File: src/logic/chgset_pkg.sv
// How it works
// - phase follows rising battery voltage comparators
// - dead battery phase forces fixed trickle command
// - short phase uses 1/2/4/8 percent selector
// - precharge phase uses 5 to 20 percent
// - charge scale stores any seven-bit value
// - charge scale zero applies one percent
// - charge scale above 100 clamps to 100
// - input limit percent from seven-bit field
// - input limit zero applies one percent
// - input limit above 100 clamps to 100
// - status flag high while input limiting
// - safety timers tick half rate while limiting
// - input limiting only in charge mode
// - charge entered from idle, on-the-go wins
package chgset_pkg;

	// ==========================================================
	// register map (byte offsets on the serial bus)
	localparam logic [7:0] REG_OPERATING_STATUS = 8'h03;
	localparam logic [7:0] REG_SHORT_BATTERY_CURRENT_SELECT = 8'h0b;
	localparam logic [7:0] REG_INPUT_LIMIT_SCALE = 8'h17;
	localparam logic [7:0] REG_FAST_CHARGE_SCALE = 8'h18;
	localparam logic [7:0] REG_PRECHARGE_CURRENT_SELECT = 8'h19;

	// ==========================================================
	// reset values
	localparam logic [6:0] CHARGE_SCALE_RESET = 7'h64;
	localparam logic [6:0] INPUT_LIMIT_RESET = 7'h64;
	localparam logic [1:0] SELECT_RESET = 2'h0;

	// ==========================================================
	// percent limits
	localparam logic [6:0] PCT_MIN = 7'h01;
	localparam logic [6:0] PCT_MAX = 7'h64;
	localparam logic [6:0] PCT_ZERO = 7'h00;
	localparam logic [6:0] SHORT_PCT_1 = 7'h01;
	localparam logic [6:0] SHORT_PCT_2 = 7'h02;
	localparam logic [6:0] SHORT_PCT_4 = 7'h04;
	localparam logic [6:0] SHORT_PCT_8 = 7'h08;
	localparam logic [6:0] PRE_PCT_5 = 7'h05;
	localparam logic [6:0] PRE_PCT_10 = 7'h0a;
	localparam logic [6:0] PRE_PCT_15 = 7'h0f;
	localparam logic [6:0] PRE_PCT_20 = 7'h14;

	// ==========================================================
	// status register field positions
	localparam int STAT_ILIM_BIT = 0;
	localparam int STAT_PHASE_LSB = 1;
	localparam int STAT_CHARGE_BIT = 4;
	localparam int STAT_ON_THE_GO_BIT = 5;

	// ==========================================================
	// serial bus constants
	localparam logic [3:0] BITS_PER_BYTE = 4'h8;
	localparam logic [3:0] LAST_BIT = 4'h7;
	localparam int SYNC_W = 10;

	typedef enum logic [2:0] {
		PH_DEAD = 3'h0,
		PH_SHORT = 3'h1,
		PH_PRECOND = 3'h2,
		PH_FAST = 3'h3,
		PH_DONE = 3'h4
	} chgset_phase_type;

	typedef enum logic [1:0] {
		MD_IDLE = 2'h0,
		MD_CHARGE = 2'h1,
		MD_ON_THE_GO = 2'h2
	} chgset_mode_type;

	typedef enum logic [2:0] {
		BS_IDLE = 3'h0,
		BS_ADDR = 3'h1,
		BS_WRITE = 3'h2,
		BS_ACK = 3'h3,
		BS_READ = 3'h4,
		BS_MACK = 3'h5,
		BS_LOAD = 3'h6
	} chgset_bus_type;

endpackage : chgset_pkg

File: src/logic/chgset_top.sv
`timescale 1ns/1ps
`default_nettype none
module chgset_top #(
	// arbitrary neutral bus address
	parameter logic [6:0] DEVICE_ADDRESS = 7'h2a
) (
	// clock and reset
	input wire logic core_clk,
	input wire logic rst,
	// serial configuration bus, open drain data
	input wire logic scl_pin,
	input wire logic sda_pin,
	output logic sda_level,
	output logic sda_oe,
	// battery voltage comparators
	input wire logic above_dead_battery_threshold,
	input wire logic above_short_battery_threshold,
	input wire logic above_low_battery_threshold,
	input wire logic above_termination_voltage,
	// mode requests
	input wire logic charge_request,
	input wire logic on_the_go_request,
	input wire logic high_impedance_request,
	// regulation loop feedback
	input wire logic input_limit_reached,
	// safety timer base tick, same clock
	input wire logic base_timer_tick,
	// setpoint outputs
	output logic [6:0] charge_current_percent,
	output logic dead_battery_current_on,
	output logic [6:0] input_limit_percent,
	output logic input_limit_enable,
	output logic [2:0] charge_phase,
	output logic charge_mode,
	output logic on_the_go_mode,
	output logic input_current_limit_flag,
	output logic safety_timer_tick
);

	// ==========================================================
	// synchronisers
	logic [chgset_pkg::SYNC_W-1:0] raw_in;
	logic [chgset_pkg::SYNC_W-1:0] sync1_r, sync2_r;
	logic scl_d_r, sda_d_r;
	assign raw_in = {input_limit_reached, above_termination_voltage,
		above_low_battery_threshold, above_short_battery_threshold,
		above_dead_battery_threshold, charge_request, on_the_go_request,
		high_impedance_request, scl_pin, sda_pin};
	always_ff @(posedge core_clk) begin
		if (rst) begin
			sync1_r <= '0;
			sync2_r <= '0;
			scl_d_r <= 1'b1;
			sda_d_r <= 1'b1;
		end else begin
			sync1_r <= raw_in;
			sync2_r <= sync1_r;
			scl_d_r <= sync2_r[1];
			sda_d_r <= sync2_r[0];
		end
	end
	logic scl_s, sda_s, idle_s, go_s, chg_s;
	logic dead_s, short_s, low_s, term_s, lim_s;
	assign {lim_s, term_s, low_s, short_s, dead_s, chg_s, go_s, idle_s,
		scl_s, sda_s} = sync2_r;

	// ==========================================================
	// shared decode
	function automatic logic [6:0] clamp_pct(input logic [6:0] f);
		if (f == chgset_pkg::PCT_ZERO) begin
			clamp_pct = chgset_pkg::PCT_MIN;
		end else if (f > chgset_pkg::PCT_MAX) begin
			clamp_pct = chgset_pkg::PCT_MAX;
		end else begin
			clamp_pct = f;
		end
	endfunction : clamp_pct

	// ==========================================================
	// serial bus slave and register file
	chgset_pkg::chgset_bus_type bs_r, bs_nxt;
	logic [3:0] cnt_r, cnt_nxt;
	logic [7:0] shift_r, shift_nxt;
	logic [7:0] ptr_r, ptr_nxt;
	logic rw_r, rw_nxt;
	logic ptr_phase_r, ptr_phase_nxt;
	logic oe_r, oe_nxt;
	logic [6:0] charge_scale_field_r, charge_scale_field_nxt;
	logic [6:0] input_limit_scale_field_r, input_limit_scale_field_nxt;
	logic [1:0] short_sel_r, short_sel_nxt;
	logic [1:0] pre_sel_r, pre_sel_nxt;
	logic [7:0] status_byte;
	logic [7:0] rd_data;
	logic scl_rise, scl_fall, bus_start, bus_stop;
	chgset_pkg::chgset_phase_type phase_r, phase_nxt;
	chgset_pkg::chgset_mode_type mode_r, mode_nxt;
	logic flag_r, flag_nxt;

	assign scl_rise = scl_s & ~scl_d_r;
	assign scl_fall = ~scl_s & scl_d_r;
	assign bus_start = scl_s & scl_d_r & sda_d_r & ~sda_s;
	assign bus_stop = scl_s & scl_d_r & ~sda_d_r & sda_s;

	always_comb begin
		status_byte = 8'h00;
		status_byte[chgset_pkg::STAT_ILIM_BIT] = flag_r;
		status_byte[chgset_pkg::STAT_PHASE_LSB +: 3] = phase_r;
		status_byte[chgset_pkg::STAT_CHARGE_BIT] = (mode_r ==
			chgset_pkg::MD_CHARGE);
		status_byte[chgset_pkg::STAT_ON_THE_GO_BIT] = (mode_r ==
			chgset_pkg::MD_ON_THE_GO);
		// unmapped offsets read as zero
		if (ptr_r == chgset_pkg::REG_OPERATING_STATUS) begin
			rd_data = status_byte;
		end else if (ptr_r == chgset_pkg::REG_SHORT_BATTERY_CURRENT_SELECT) begin
			rd_data = {6'h00, short_sel_r};
		end else if (ptr_r == chgset_pkg::REG_INPUT_LIMIT_SCALE) begin
			rd_data = {1'b0, input_limit_scale_field_r};
		end else if (ptr_r == chgset_pkg::REG_FAST_CHARGE_SCALE) begin
			rd_data = {1'b0, charge_scale_field_r};
		end else if (ptr_r == chgset_pkg::REG_PRECHARGE_CURRENT_SELECT) begin
			rd_data = {6'h00, pre_sel_r};
		end else begin
			rd_data = 8'h00;
		end
	end

	always_comb begin
		bs_nxt = bs_r;
		cnt_nxt = cnt_r;
		shift_nxt = shift_r;
		ptr_nxt = ptr_r;
		rw_nxt = rw_r;
		ptr_phase_nxt = ptr_phase_r;
		oe_nxt = oe_r;
		charge_scale_field_nxt = charge_scale_field_r;
		input_limit_scale_field_nxt = input_limit_scale_field_r;
		short_sel_nxt = short_sel_r;
		pre_sel_nxt = pre_sel_r;
		if (bus_start) begin
			bs_nxt = chgset_pkg::BS_ADDR;
			cnt_nxt = 4'h0;
			oe_nxt = 1'b0;
		end else if (bus_stop) begin
			bs_nxt = chgset_pkg::BS_IDLE;
			oe_nxt = 1'b0;
		end else begin
			case (bs_r)
				chgset_pkg::BS_ADDR, chgset_pkg::BS_WRITE: begin
					if (scl_rise && cnt_r < chgset_pkg::BITS_PER_BYTE) begin
						shift_nxt = {shift_r[6:0], sda_s};
						cnt_nxt = cnt_r + 4'h1;
					end else if (scl_fall && cnt_r == chgset_pkg::BITS_PER_BYTE) begin
						bs_nxt = chgset_pkg::BS_ACK;
						oe_nxt = 1'b1;
						if (bs_r == chgset_pkg::BS_ADDR) begin
							rw_nxt = shift_r[0];
							ptr_phase_nxt = ~shift_r[0];
							if (shift_r[7:1] != DEVICE_ADDRESS) begin
								bs_nxt = chgset_pkg::BS_IDLE;
								oe_nxt = 1'b0;
							end
						end else if (ptr_phase_r) begin
							ptr_nxt = shift_r;
							ptr_phase_nxt = 1'b0;
						end else begin
							ptr_nxt = ptr_r + 8'h01;
							// whole seven-bit scale value kept for read-back, two bits for the selects
							// store any value
							if (ptr_r == chgset_pkg::REG_FAST_CHARGE_SCALE) begin
								charge_scale_field_nxt = shift_r[6:0];
							end else if (ptr_r == chgset_pkg::REG_INPUT_LIMIT_SCALE) begin
								input_limit_scale_field_nxt = shift_r[6:0];
							end else if (ptr_r ==
								chgset_pkg::REG_SHORT_BATTERY_CURRENT_SELECT) begin
								short_sel_nxt = shift_r[1:0];
							end else if (ptr_r ==
								chgset_pkg::REG_PRECHARGE_CURRENT_SELECT) begin
								pre_sel_nxt = shift_r[1:0];
							end
						end
					end
				end
				chgset_pkg::BS_ACK: begin
					if (scl_fall) begin
						cnt_nxt = 4'h0;
						oe_nxt = 1'b0;
						if (rw_r) begin
							shift_nxt = rd_data;
							ptr_nxt = ptr_r + 8'h01;
							oe_nxt = ~rd_data[7];
							bs_nxt = chgset_pkg::BS_READ;
						end else begin
							bs_nxt = chgset_pkg::BS_WRITE;
						end
					end
				end
				chgset_pkg::BS_READ: begin
					if (scl_fall) begin
						if (cnt_r == chgset_pkg::LAST_BIT) begin
							oe_nxt = 1'b0;
							bs_nxt = chgset_pkg::BS_MACK;
						end else begin
							cnt_nxt = cnt_r + 4'h1;
							shift_nxt = {shift_r[6:0], 1'b0};
							oe_nxt = ~shift_r[6];
						end
					end
				end
				chgset_pkg::BS_MACK: begin
					// a not-acknowledge from the host ends the read burst
					if (scl_rise) begin
						bs_nxt = sda_s ? chgset_pkg::BS_IDLE : chgset_pkg::BS_LOAD;
					end
				end
				chgset_pkg::BS_LOAD: begin
					if (scl_fall) begin
						cnt_nxt = 4'h0;
						shift_nxt = rd_data;
						ptr_nxt = ptr_r + 8'h01;
						oe_nxt = ~rd_data[7];
						bs_nxt = chgset_pkg::BS_READ;
					end
				end
				default: begin
					bs_nxt = chgset_pkg::BS_IDLE;
					oe_nxt = 1'b0;
				end
			endcase
		end
	end

	always_ff @(posedge core_clk) begin
		if (rst) begin
			bs_r <= chgset_pkg::BS_IDLE;
			cnt_r <= 4'h0;
			shift_r <= 8'h00;
			ptr_r <= 8'h00;
			rw_r <= 1'b0;
			ptr_phase_r <= 1'b0;
			oe_r <= 1'b0;
			charge_scale_field_r <= chgset_pkg::CHARGE_SCALE_RESET;
			input_limit_scale_field_r <= chgset_pkg::INPUT_LIMIT_RESET;
			short_sel_r <= chgset_pkg::SELECT_RESET;
			pre_sel_r <= chgset_pkg::SELECT_RESET;
		end else begin
			bs_r <= bs_nxt;
			cnt_r <= cnt_nxt;
			shift_r <= shift_nxt;
			ptr_r <= ptr_nxt;
			rw_r <= rw_nxt;
			ptr_phase_r <= ptr_phase_nxt;
			oe_r <= oe_nxt;
			charge_scale_field_r <= charge_scale_field_nxt;
			input_limit_scale_field_r <= input_limit_scale_field_nxt;
			short_sel_r <= short_sel_nxt;
			pre_sel_r <= pre_sel_nxt;
		end
	end
	assign sda_level = 1'b0;
	assign sda_oe = oe_r;

	// ==========================================================
	// operating mode, phase and setpoints
	logic [6:0] chg_pct_r, chg_pct_nxt;
	logic [6:0] lim_pct_r, lim_pct_nxt;
	logic dead_r, dead_nxt;
	logic half_r, half_nxt;
	logic tick_r, tick_nxt;

	always_comb begin
		mode_nxt = mode_r;
		case (mode_r)
			chgset_pkg::MD_IDLE: begin
				if (!idle_s && go_s) begin
					mode_nxt = chgset_pkg::MD_ON_THE_GO;
				end else if (!idle_s && chg_s) begin
					mode_nxt = chgset_pkg::MD_CHARGE;
				end
			end
			chgset_pkg::MD_CHARGE: begin
				if (idle_s || !chg_s) begin
					mode_nxt = chgset_pkg::MD_IDLE;
				end
			end
			chgset_pkg::MD_ON_THE_GO: begin
				if (idle_s || !go_s) begin
					mode_nxt = chgset_pkg::MD_IDLE;
				end
			end
			default: begin
				mode_nxt = chgset_pkg::MD_IDLE;
			end
		endcase

		if (!dead_s) begin
			phase_nxt = chgset_pkg::PH_DEAD;
		end else if (!short_s) begin
			phase_nxt = chgset_pkg::PH_SHORT;
		end else if (!low_s) begin
			phase_nxt = chgset_pkg::PH_PRECOND;
		end else if (!term_s) begin
			phase_nxt = chgset_pkg::PH_FAST;
		end else begin
			phase_nxt = chgset_pkg::PH_DONE;
		end

		dead_nxt = 1'b0;
		chg_pct_nxt = chgset_pkg::PCT_ZERO;
		case (phase_r)
			chgset_pkg::PH_DEAD: begin
				dead_nxt = 1'b1;
			end
			chgset_pkg::PH_SHORT: begin
				case (short_sel_r)
					2'h0: chg_pct_nxt = chgset_pkg::SHORT_PCT_1;
					2'h1: chg_pct_nxt = chgset_pkg::SHORT_PCT_2;
					2'h2: chg_pct_nxt = chgset_pkg::SHORT_PCT_4;
					default: chg_pct_nxt = chgset_pkg::SHORT_PCT_8;
				endcase
			end
			chgset_pkg::PH_PRECOND: begin
				case (pre_sel_r)
					2'h0: chg_pct_nxt = chgset_pkg::PRE_PCT_5;
					2'h1: chg_pct_nxt = chgset_pkg::PRE_PCT_10;
					2'h2: chg_pct_nxt = chgset_pkg::PRE_PCT_15;
					default: chg_pct_nxt = chgset_pkg::PRE_PCT_20;
				endcase
			end
			chgset_pkg::PH_FAST: begin
				chg_pct_nxt = clamp_pct(charge_scale_field_r);
			end
			default: begin
				chg_pct_nxt = chgset_pkg::PCT_ZERO;
			end
		endcase
		// charge setpoint and trickle stand at zero outside charge mode
		if (mode_r != chgset_pkg::MD_CHARGE) begin
			chg_pct_nxt = chgset_pkg::PCT_ZERO;
			dead_nxt = 1'b0;
		end

		lim_pct_nxt = clamp_pct(input_limit_scale_field_r);
		flag_nxt = lim_s && (mode_r == chgset_pkg::MD_CHARGE);

		half_nxt = half_r;
		tick_nxt = 1'b0;
		if (base_timer_tick) begin
			half_nxt = flag_r ? ~half_r : 1'b0;
			tick_nxt = ~flag_r | half_r;
		end
	end

	always_ff @(posedge core_clk) begin
		if (rst) begin
			mode_r <= chgset_pkg::MD_IDLE;
			phase_r <= chgset_pkg::PH_DEAD;
			chg_pct_r <= chgset_pkg::PCT_ZERO;
			lim_pct_r <= chgset_pkg::PCT_MIN;
			dead_r <= 1'b0;
			flag_r <= 1'b0;
			half_r <= 1'b0;
			tick_r <= 1'b0;
		end else begin
			mode_r <= mode_nxt;
			phase_r <= phase_nxt;
			chg_pct_r <= chg_pct_nxt;
			lim_pct_r <= lim_pct_nxt;
			dead_r <= dead_nxt;
			flag_r <= flag_nxt;
			half_r <= half_nxt;
			tick_r <= tick_nxt;
		end
	end

	assign charge_current_percent = chg_pct_r;
	assign dead_battery_current_on = dead_r;
	assign input_limit_percent = lim_pct_r;
	assign input_limit_enable = (mode_r == chgset_pkg::MD_CHARGE);
	assign charge_phase = phase_r;
	assign charge_mode = (mode_r == chgset_pkg::MD_CHARGE);
	assign on_the_go_mode = (mode_r == chgset_pkg::MD_ON_THE_GO);
	assign input_current_limit_flag = flag_r;
	assign safety_timer_tick = tick_r;

endmodule : chgset_top
`default_nettype wire

File: config.mk
export PLATFORM = sky130hd
export DESIGN_NAME = chgset_top
export DESIGN_NICKNAME = d
export VERILOG_FILES = /design/src/logic/chgset_pkg.sv /design/src/logic/chgset_top.sv
export SDC_FILE = /design/constraint.sdc
export NUM_CORES = 1
export LEC_CHECK = 0
export BUFFER_PORTS_ARGS = -buffer_cell sky130_fd_sc_hd__buf_4
export CORE_ASPECT_RATIO = 2
export CORE_MARGIN = 2
export CORE_UTILIZATION = 33
export CTS_CLUSTER_DIAMETER = 50
export CTS_CLUSTER_SIZE = 28
export DETAILED_ROUTE_END_ITERATION = 8
export SETUP_SLACK_MARGIN = 0.15
export SYNTH_ARGS = -nofsm -noshare
export SYNTH_HDL_FRONTEND = slang
export SYNTH_SLANG_ARGS = --single-unit
File: constraint.sdc
create_clock -name core_clk -period 2.44 [get_ports core_clk]
set_input_delay 0.122 -clock core_clk [delete_from_list [all_inputs] [get_ports core_clk]]
set_output_delay 0.122 -clock core_clk [all_outputs]
set_load 0.01 [all_outputs]
---- Word level (Yosys, flattened, before mapping) ----
Cells that the tools add are included.
word-level totals
  output and inout port bits .............. 25
  register bits ........................... 89
  logic and storage cells ................. 217
  input bits .............................. 13
cells by class
  add/subtract/negate cells ............... 2
  order comparisons ....................... 3
  muxes and demuxes ....................... 66
  reduce and logical (&&, ||, !) cells .... 43
  bitwise logic cells ..................... 30
  eq/ne operators ......................... 46
operators by type and width
  cell                                                              count
  8-bit two-way mux                                                 13
  7-bit two-way mux                                                 7
  8-bit one-hot mux with 4 select lines                             1
  3-bit two-way mux                                                 10
  4-bit inequality test (second input constant)                     7
  9-bit AND reduction                                               3
  8-bit by 5-bit == test with 1-bit output (second input constant)  3
  4-bit one-hot mux with 3 select lines                             2
  8-bit one-hot mux with 3 select lines                             1
  2-bit inequality test (second input constant)                     11
  1-bit NOT                                                         21
  7-bit one-hot mux with 3 select lines                             1
  6-bit AND reduction                                               3
  2-bit two-way mux                                                 8
  4-bit two-way mux                                                 4
  1-bit two-way mux                                                 15
  3-bit one-hot mux with 5 select lines                             1
  5-bit one-hot mux with 3 select lines                             1
  7-bit greater-than comparator (second input constant)             2
  7-bit logical NOT                                                 2
  7-bit AND reduction                                               2
  2-bit OR reduction                                                7
  3-bit by 2-bit == test with 1-bit output (second input constant)  4
  11-bit AND reduction                                              1
  other kinds (32)                                                  60

---- Logic depth before layout (Yosys ltp) ----
  word-level depth ........................ 9
  depth in mapped cells ................... 8
  mapped depth without buffers ............ 7

---- Least setup slack after synthesis ----
No wires, ideal clock.
  path kind ............................... register to register
  start ................................... register ptr_r[0]
  end ..................................... register shift_r[0]
  setup time .............................. 0.091 ns
  required time ........................... 2.349 ns
  setup slack ............................. 0.452 ns
  period minus slack after synthesis ...... 1.988 ns
  stages on the path, launching flop included .. 7
  arrival time ............................ 1.897 ns
  path buffers ............................ 0
  path through ............................ dfxtp_1 > ha_1 > nor4b_2 > or3b_1 > o311ai_0 > nand4_1 > a311oi_1
on the way
  word-level cells in the longest chain between the ends .. 9
  elaborated cells on any way between the ends .. 14
  classes of those cells .................. 5 x eq/ne; 9 x mux
RTL lines
  what                                       line               source
  start, declared                            chgset_top.sv:84   logic [7:0] ptr_r, ptr_nxt;
  start signal, assigned                     chgset_top.sv:250  ptr_r <= ptr_nxt;
  8-bit by 5-bit == test with 1-bit output   chgset_top.sv:121  end else if (ptr_r == chgset_pkg::REG_PRECHARGE_CURRENT_SELECT) begin
  2-bit two-way mux                          chgset_top.sv:121
  7-bit two-way mux                          chgset_top.sv:119  end else if (ptr_r == chgset_pkg::REG_FAST_CHARGE_SCALE) begin
  7-bit two-way mux                          chgset_top.sv:117  end else if (ptr_r == chgset_pkg::REG_INPUT_LIMIT_SCALE) begin
  7-bit two-way mux                          chgset_top.sv:115  end else if (ptr_r == chgset_pkg::REG_SHORT_BATTERY_CURRENT_SELECT) begin
  7-bit two-way mux (*)                      chgset_top.sv:113  if (ptr_r == chgset_pkg::REG_OPERATING_STATUS) begin
  8-bit two-way mux                          chgset_top.sv:188  if (rw_r) begin
  8-bit two-way mux                          chgset_top.sv:185  if (scl_fall) begin
  8-bit one-hot mux with 4 select lines (*)  chgset_top.sv:148  case (bs_r)
  end signal, assigned                       chgset_top.sv:249  shift_r <= shift_nxt;
  end, declared                              chgset_top.sv:83   logic [7:0] shift_r, shift_nxt;
Mark *: on every way between the ends. The rest lies on a longest branch, timed or not. The select of a mux whose other input is x is not followed.
A chain may end at the register's enable or synchronous reset.

---- Final worst setup path ----
  start ................................... register ptr_r[5]
  end ..................................... register shift_r[0]
The elaborated chain is that of the path after synthesis.

==> results.py <==
metrics = {
    "outcome": {
        "outcome": "finished, final reports clean",
    },
    "final_layout": {
        "antenna_cells": 0,
        "nFillCells": 1352,
        "area_growth_pct": 19.70,
        "drive_gt1_share_pct": 15.64,
        "fin_nets": 586,
        "multi_input_area_um2": 2411,
        "register_area_um2": 1782,
        "utilization_pct": 40.44,
    },
    "cts": {
        "cts_setup_buffers": 0,
        "cts_tree": "done",
        "clock_path_buffers": 2,
        "cts_buffers": 9,
        "cts_max_level": 3,
        "worst_skew_pair.late_latency_ns": 0.34,
        "cts-root-buf": "clkbuf_16",
        "path_clk_slew_ns": 0.08,
        "cts_num_sinks": 89,
    },
    "power_and_ir_drop": {
        "p_per_area_nw_per_um2": 590.8,
        "ir_drop_v": 0.0004297,
        "total_power_mw": 3.104,
        "leakagePower_nw": 1.926,
    },
    "sta": {
        "tns_ns": 0,
        "tightest_slew_ns": 0.6033,
        "slew_violations": 0,
        "hold_slack_ns": 0.005706,
        "hold_viol_final": 0,
        "timing.final.crit_period_ns": 2.226,
        "setup_viol": 0,
        "clock_skew_ns": 0.01552,
        "relSlewSlack_pct": 59.66,
        "max_freq_ghz": 0.4491,
        "rsz0062_at_grt": "no",
        "fin_crit_sh_pct": 91.25,
    },
    "worst_setup_path": {
        "required_ns": 2.70,
        "worst-setup-path-type": "flip-flop to flip-flop",
        "critical_path_arrival_ns": 2.49,
        "critPathCaptureType": "flip-flop",
        "crit_fanout": 11,
        "worst_setup_path_start_kind": "flip-flop",
    },
    "grt": {
        "antenna_found_initial": 0,
        "grt_pass1_wl_um": 19800,
        "gr-usage-all-layers_pct": 17.68,
        "grt_max_degree": 52,
        "grt_pass1_vias": 3926,
        "grt_remaining_overflow": 0,
    },
    "logic_synthesis": {
        "yosysMostFrequentCell": "dfxtp_1",
        "synthTopCellsByCount": "dfxtp_1 (89), a21oi_1 (48), nand2_1 (43)",
        "syn-cell-area_um2": 4389,
        "seq_area_frac_synth_pct": 40.59,
        "synth-seq-cells": 89,
        "synth_edf_count": 0,
        "ys_async_sr_fraction_pct": 0,
        "synth_ff_type": "dfxtp_1",
        "ys_types": 65,
        "syn_area_per_cell_um2": 8.376,
        "synth_area_leaders": "dfxtp_1 (41%), nor2b_1 (5.6%), a21oi_1 (5.5%)",
        "synth_nets": 546,
        "syn_inst": 524,
        "yosys_warnings": 0,
        "synth_top_area_share_pct": 40.59,
        "yosysTopAreaCell": "dfxtp_1",
    },
    "placement": {
        "gp_congestion": 0.9127,
        "portBuffers": 36,
        "hpwlAfterDp_um": 9320,
    },
    "floorplanning": {
        "die_area_um2": 14300,
        "chipHeight_um": 167.1,
        "io_pins": 38,
        "die_w_um": 85.55,
        "coreArea_um2": 12990,
        "initial_utilization_pct": 33.78,
        "fp-row-count": 59,
    },
    "route": {
        "wl_per_cell_um": 17.67,
        "drc": 0,
        "final_antenna_net_count": 0,
        "first_pass_iters": 5,
        "routed_wl_um": 12740,
        "drt_iter0_markers": 325,
        "vias_per_cell": 5.632,
        "vias": 4061,
    },
    "worst_hold_path": {
        "worstHoldPathType": "input pin to flip-flop",
    },
    "job": {
        "cap_violations": 0,
    },
}
==> state kept, by name (all words and copies together) (netlist names), 2 cells and up <==
name                       flops
cnt_r                          4
charge_current_percent         7
mode_r                         2
bs_r                           3
sync2_r                       10
input_limit_scale_field_r      7
charge_phase                   3
short_sel_r                    2
shift_r                        8
charge_scale_field_r           7
input_limit_percent            7
pre_sel_r                      2
sync1_r                       10
ptr_r                          8
==> logic make-up after synthesis <==
kind of cell / synth area share [%]
AND/OR/NAND/NOR: 28.33
XOR/XNOR: 0.3992
other: 0.08544
AO/OA/AOI/OAI: 21.12
flip-flops: 40.59
buffers and inverters: 4.561
multiplexers: 2.338
adder cells (fa/ha/maj): 2.566
==> where the power goes <==
group | leakage, nW | switching [mW] | internal, mW | total, mW
Combinational | 1.05 | 0.0969 | 0.0873 | 0.184
Sequential | 0.724 | 0.0233 | 1.48 | 1.50
Clock | 0.150 | 0.685 | 0.731 | 1.42
Total | 1.93 | 0.805 | 2.30 | 3.10
==> metal layers <==
metal	vias to the layer above	wire [um]	part of all wire (%)	GRT usage (%)
met4	0	609	4.8	11.46
li1	1960	-	-	-
met5	-	0	0	0
met2	124	7265	57	33.73
met3	36	379	3.0	1.873
met1	1941	4489	35	17.27
==> critical path: stages (launching register included) <==
cell      delay (ns)
dfxtp_1         0.37
nor4b_1         0.57
buf_4           0.29
nand2_1         0.09
o311ai_0        0.41
nand4_1         0.16
a311oi_1        0.25
==> layout make-up <==
cell class              count  share of cell area [%]
clock buffers               9                   4.287
multi-input cells         386                   45.89
repair buffers             63                   9.669
inverters                  15                   1.072
well taps                 152                   3.620
flip-flops and latches     89                   33.91
clock inverters             7                   1.548
==> path summary, 6_finish.rpt <==
check             start                  endpoint  slack (ns)  cells past startpoint
min             sda_pin                sync1_r[0]       0.006                      2
max            ptr_r[5]                shift_r[0]        0.21                      6
max reg2reg    ptr_r[5]                shift_r[0]        0.21                      6
min reg2reg  sync2_r[9]  input_current_limit_flag        0.41                      2
==> layout by cell type (no fill, tap or decap), types with 3 or more instances in the layout <==
master / instances
o31ai_1: 4
a22oi_1: 4
and3b_1: 7
buf_4: 53
or3_1: 4
a21o_1: 7
nand2_1: 43
dfxtp_1: 89
nor2_1: 33
or2_2: 7
nand3_1: 14
o21ai_0: 41
a22o_1: 3
a21oi_1: 48
nor4b_1: 6
a211oi_1: 4
nor3_1: 4
ha_1: 9
nand4_1: 8
nor3b_1: 4
inv_1: 15
and2_1: 7
clkbuf_16: 9
a31oi_1: 6
mux2i_1: 8
nand2b_1: 8
o32ai_1: 3
dlygate4sd3_1: 9
nor4bb_1: 3
nand3b_1: 12
nor2b_1: 39
==> through the flow <==
stage / std cells / instance area (um^2) / setup WS (ns)
after floorplan: 524 / 4389 / 0.4518
after global placement: 696 / 4853 / 0.3587
after detailed placement: 696 / 4853 / 0.3235
after CTS: 720 / 5240 / 0.2961
after global routing: 721 / 5254 / 0.1761
final: 721 / 5254 / 0.2135
==> what timing repair did <==
| action | CTS | global route |
|---|---|---|
| endpoints found under the setup margin | 0 | 3 |
| resized for setup | 0 | 2 |
| hold buffers | 8 | 1 |
| endpoints found under the hold margin | 8 | 1 |
(Power assumes the default switching activity.)
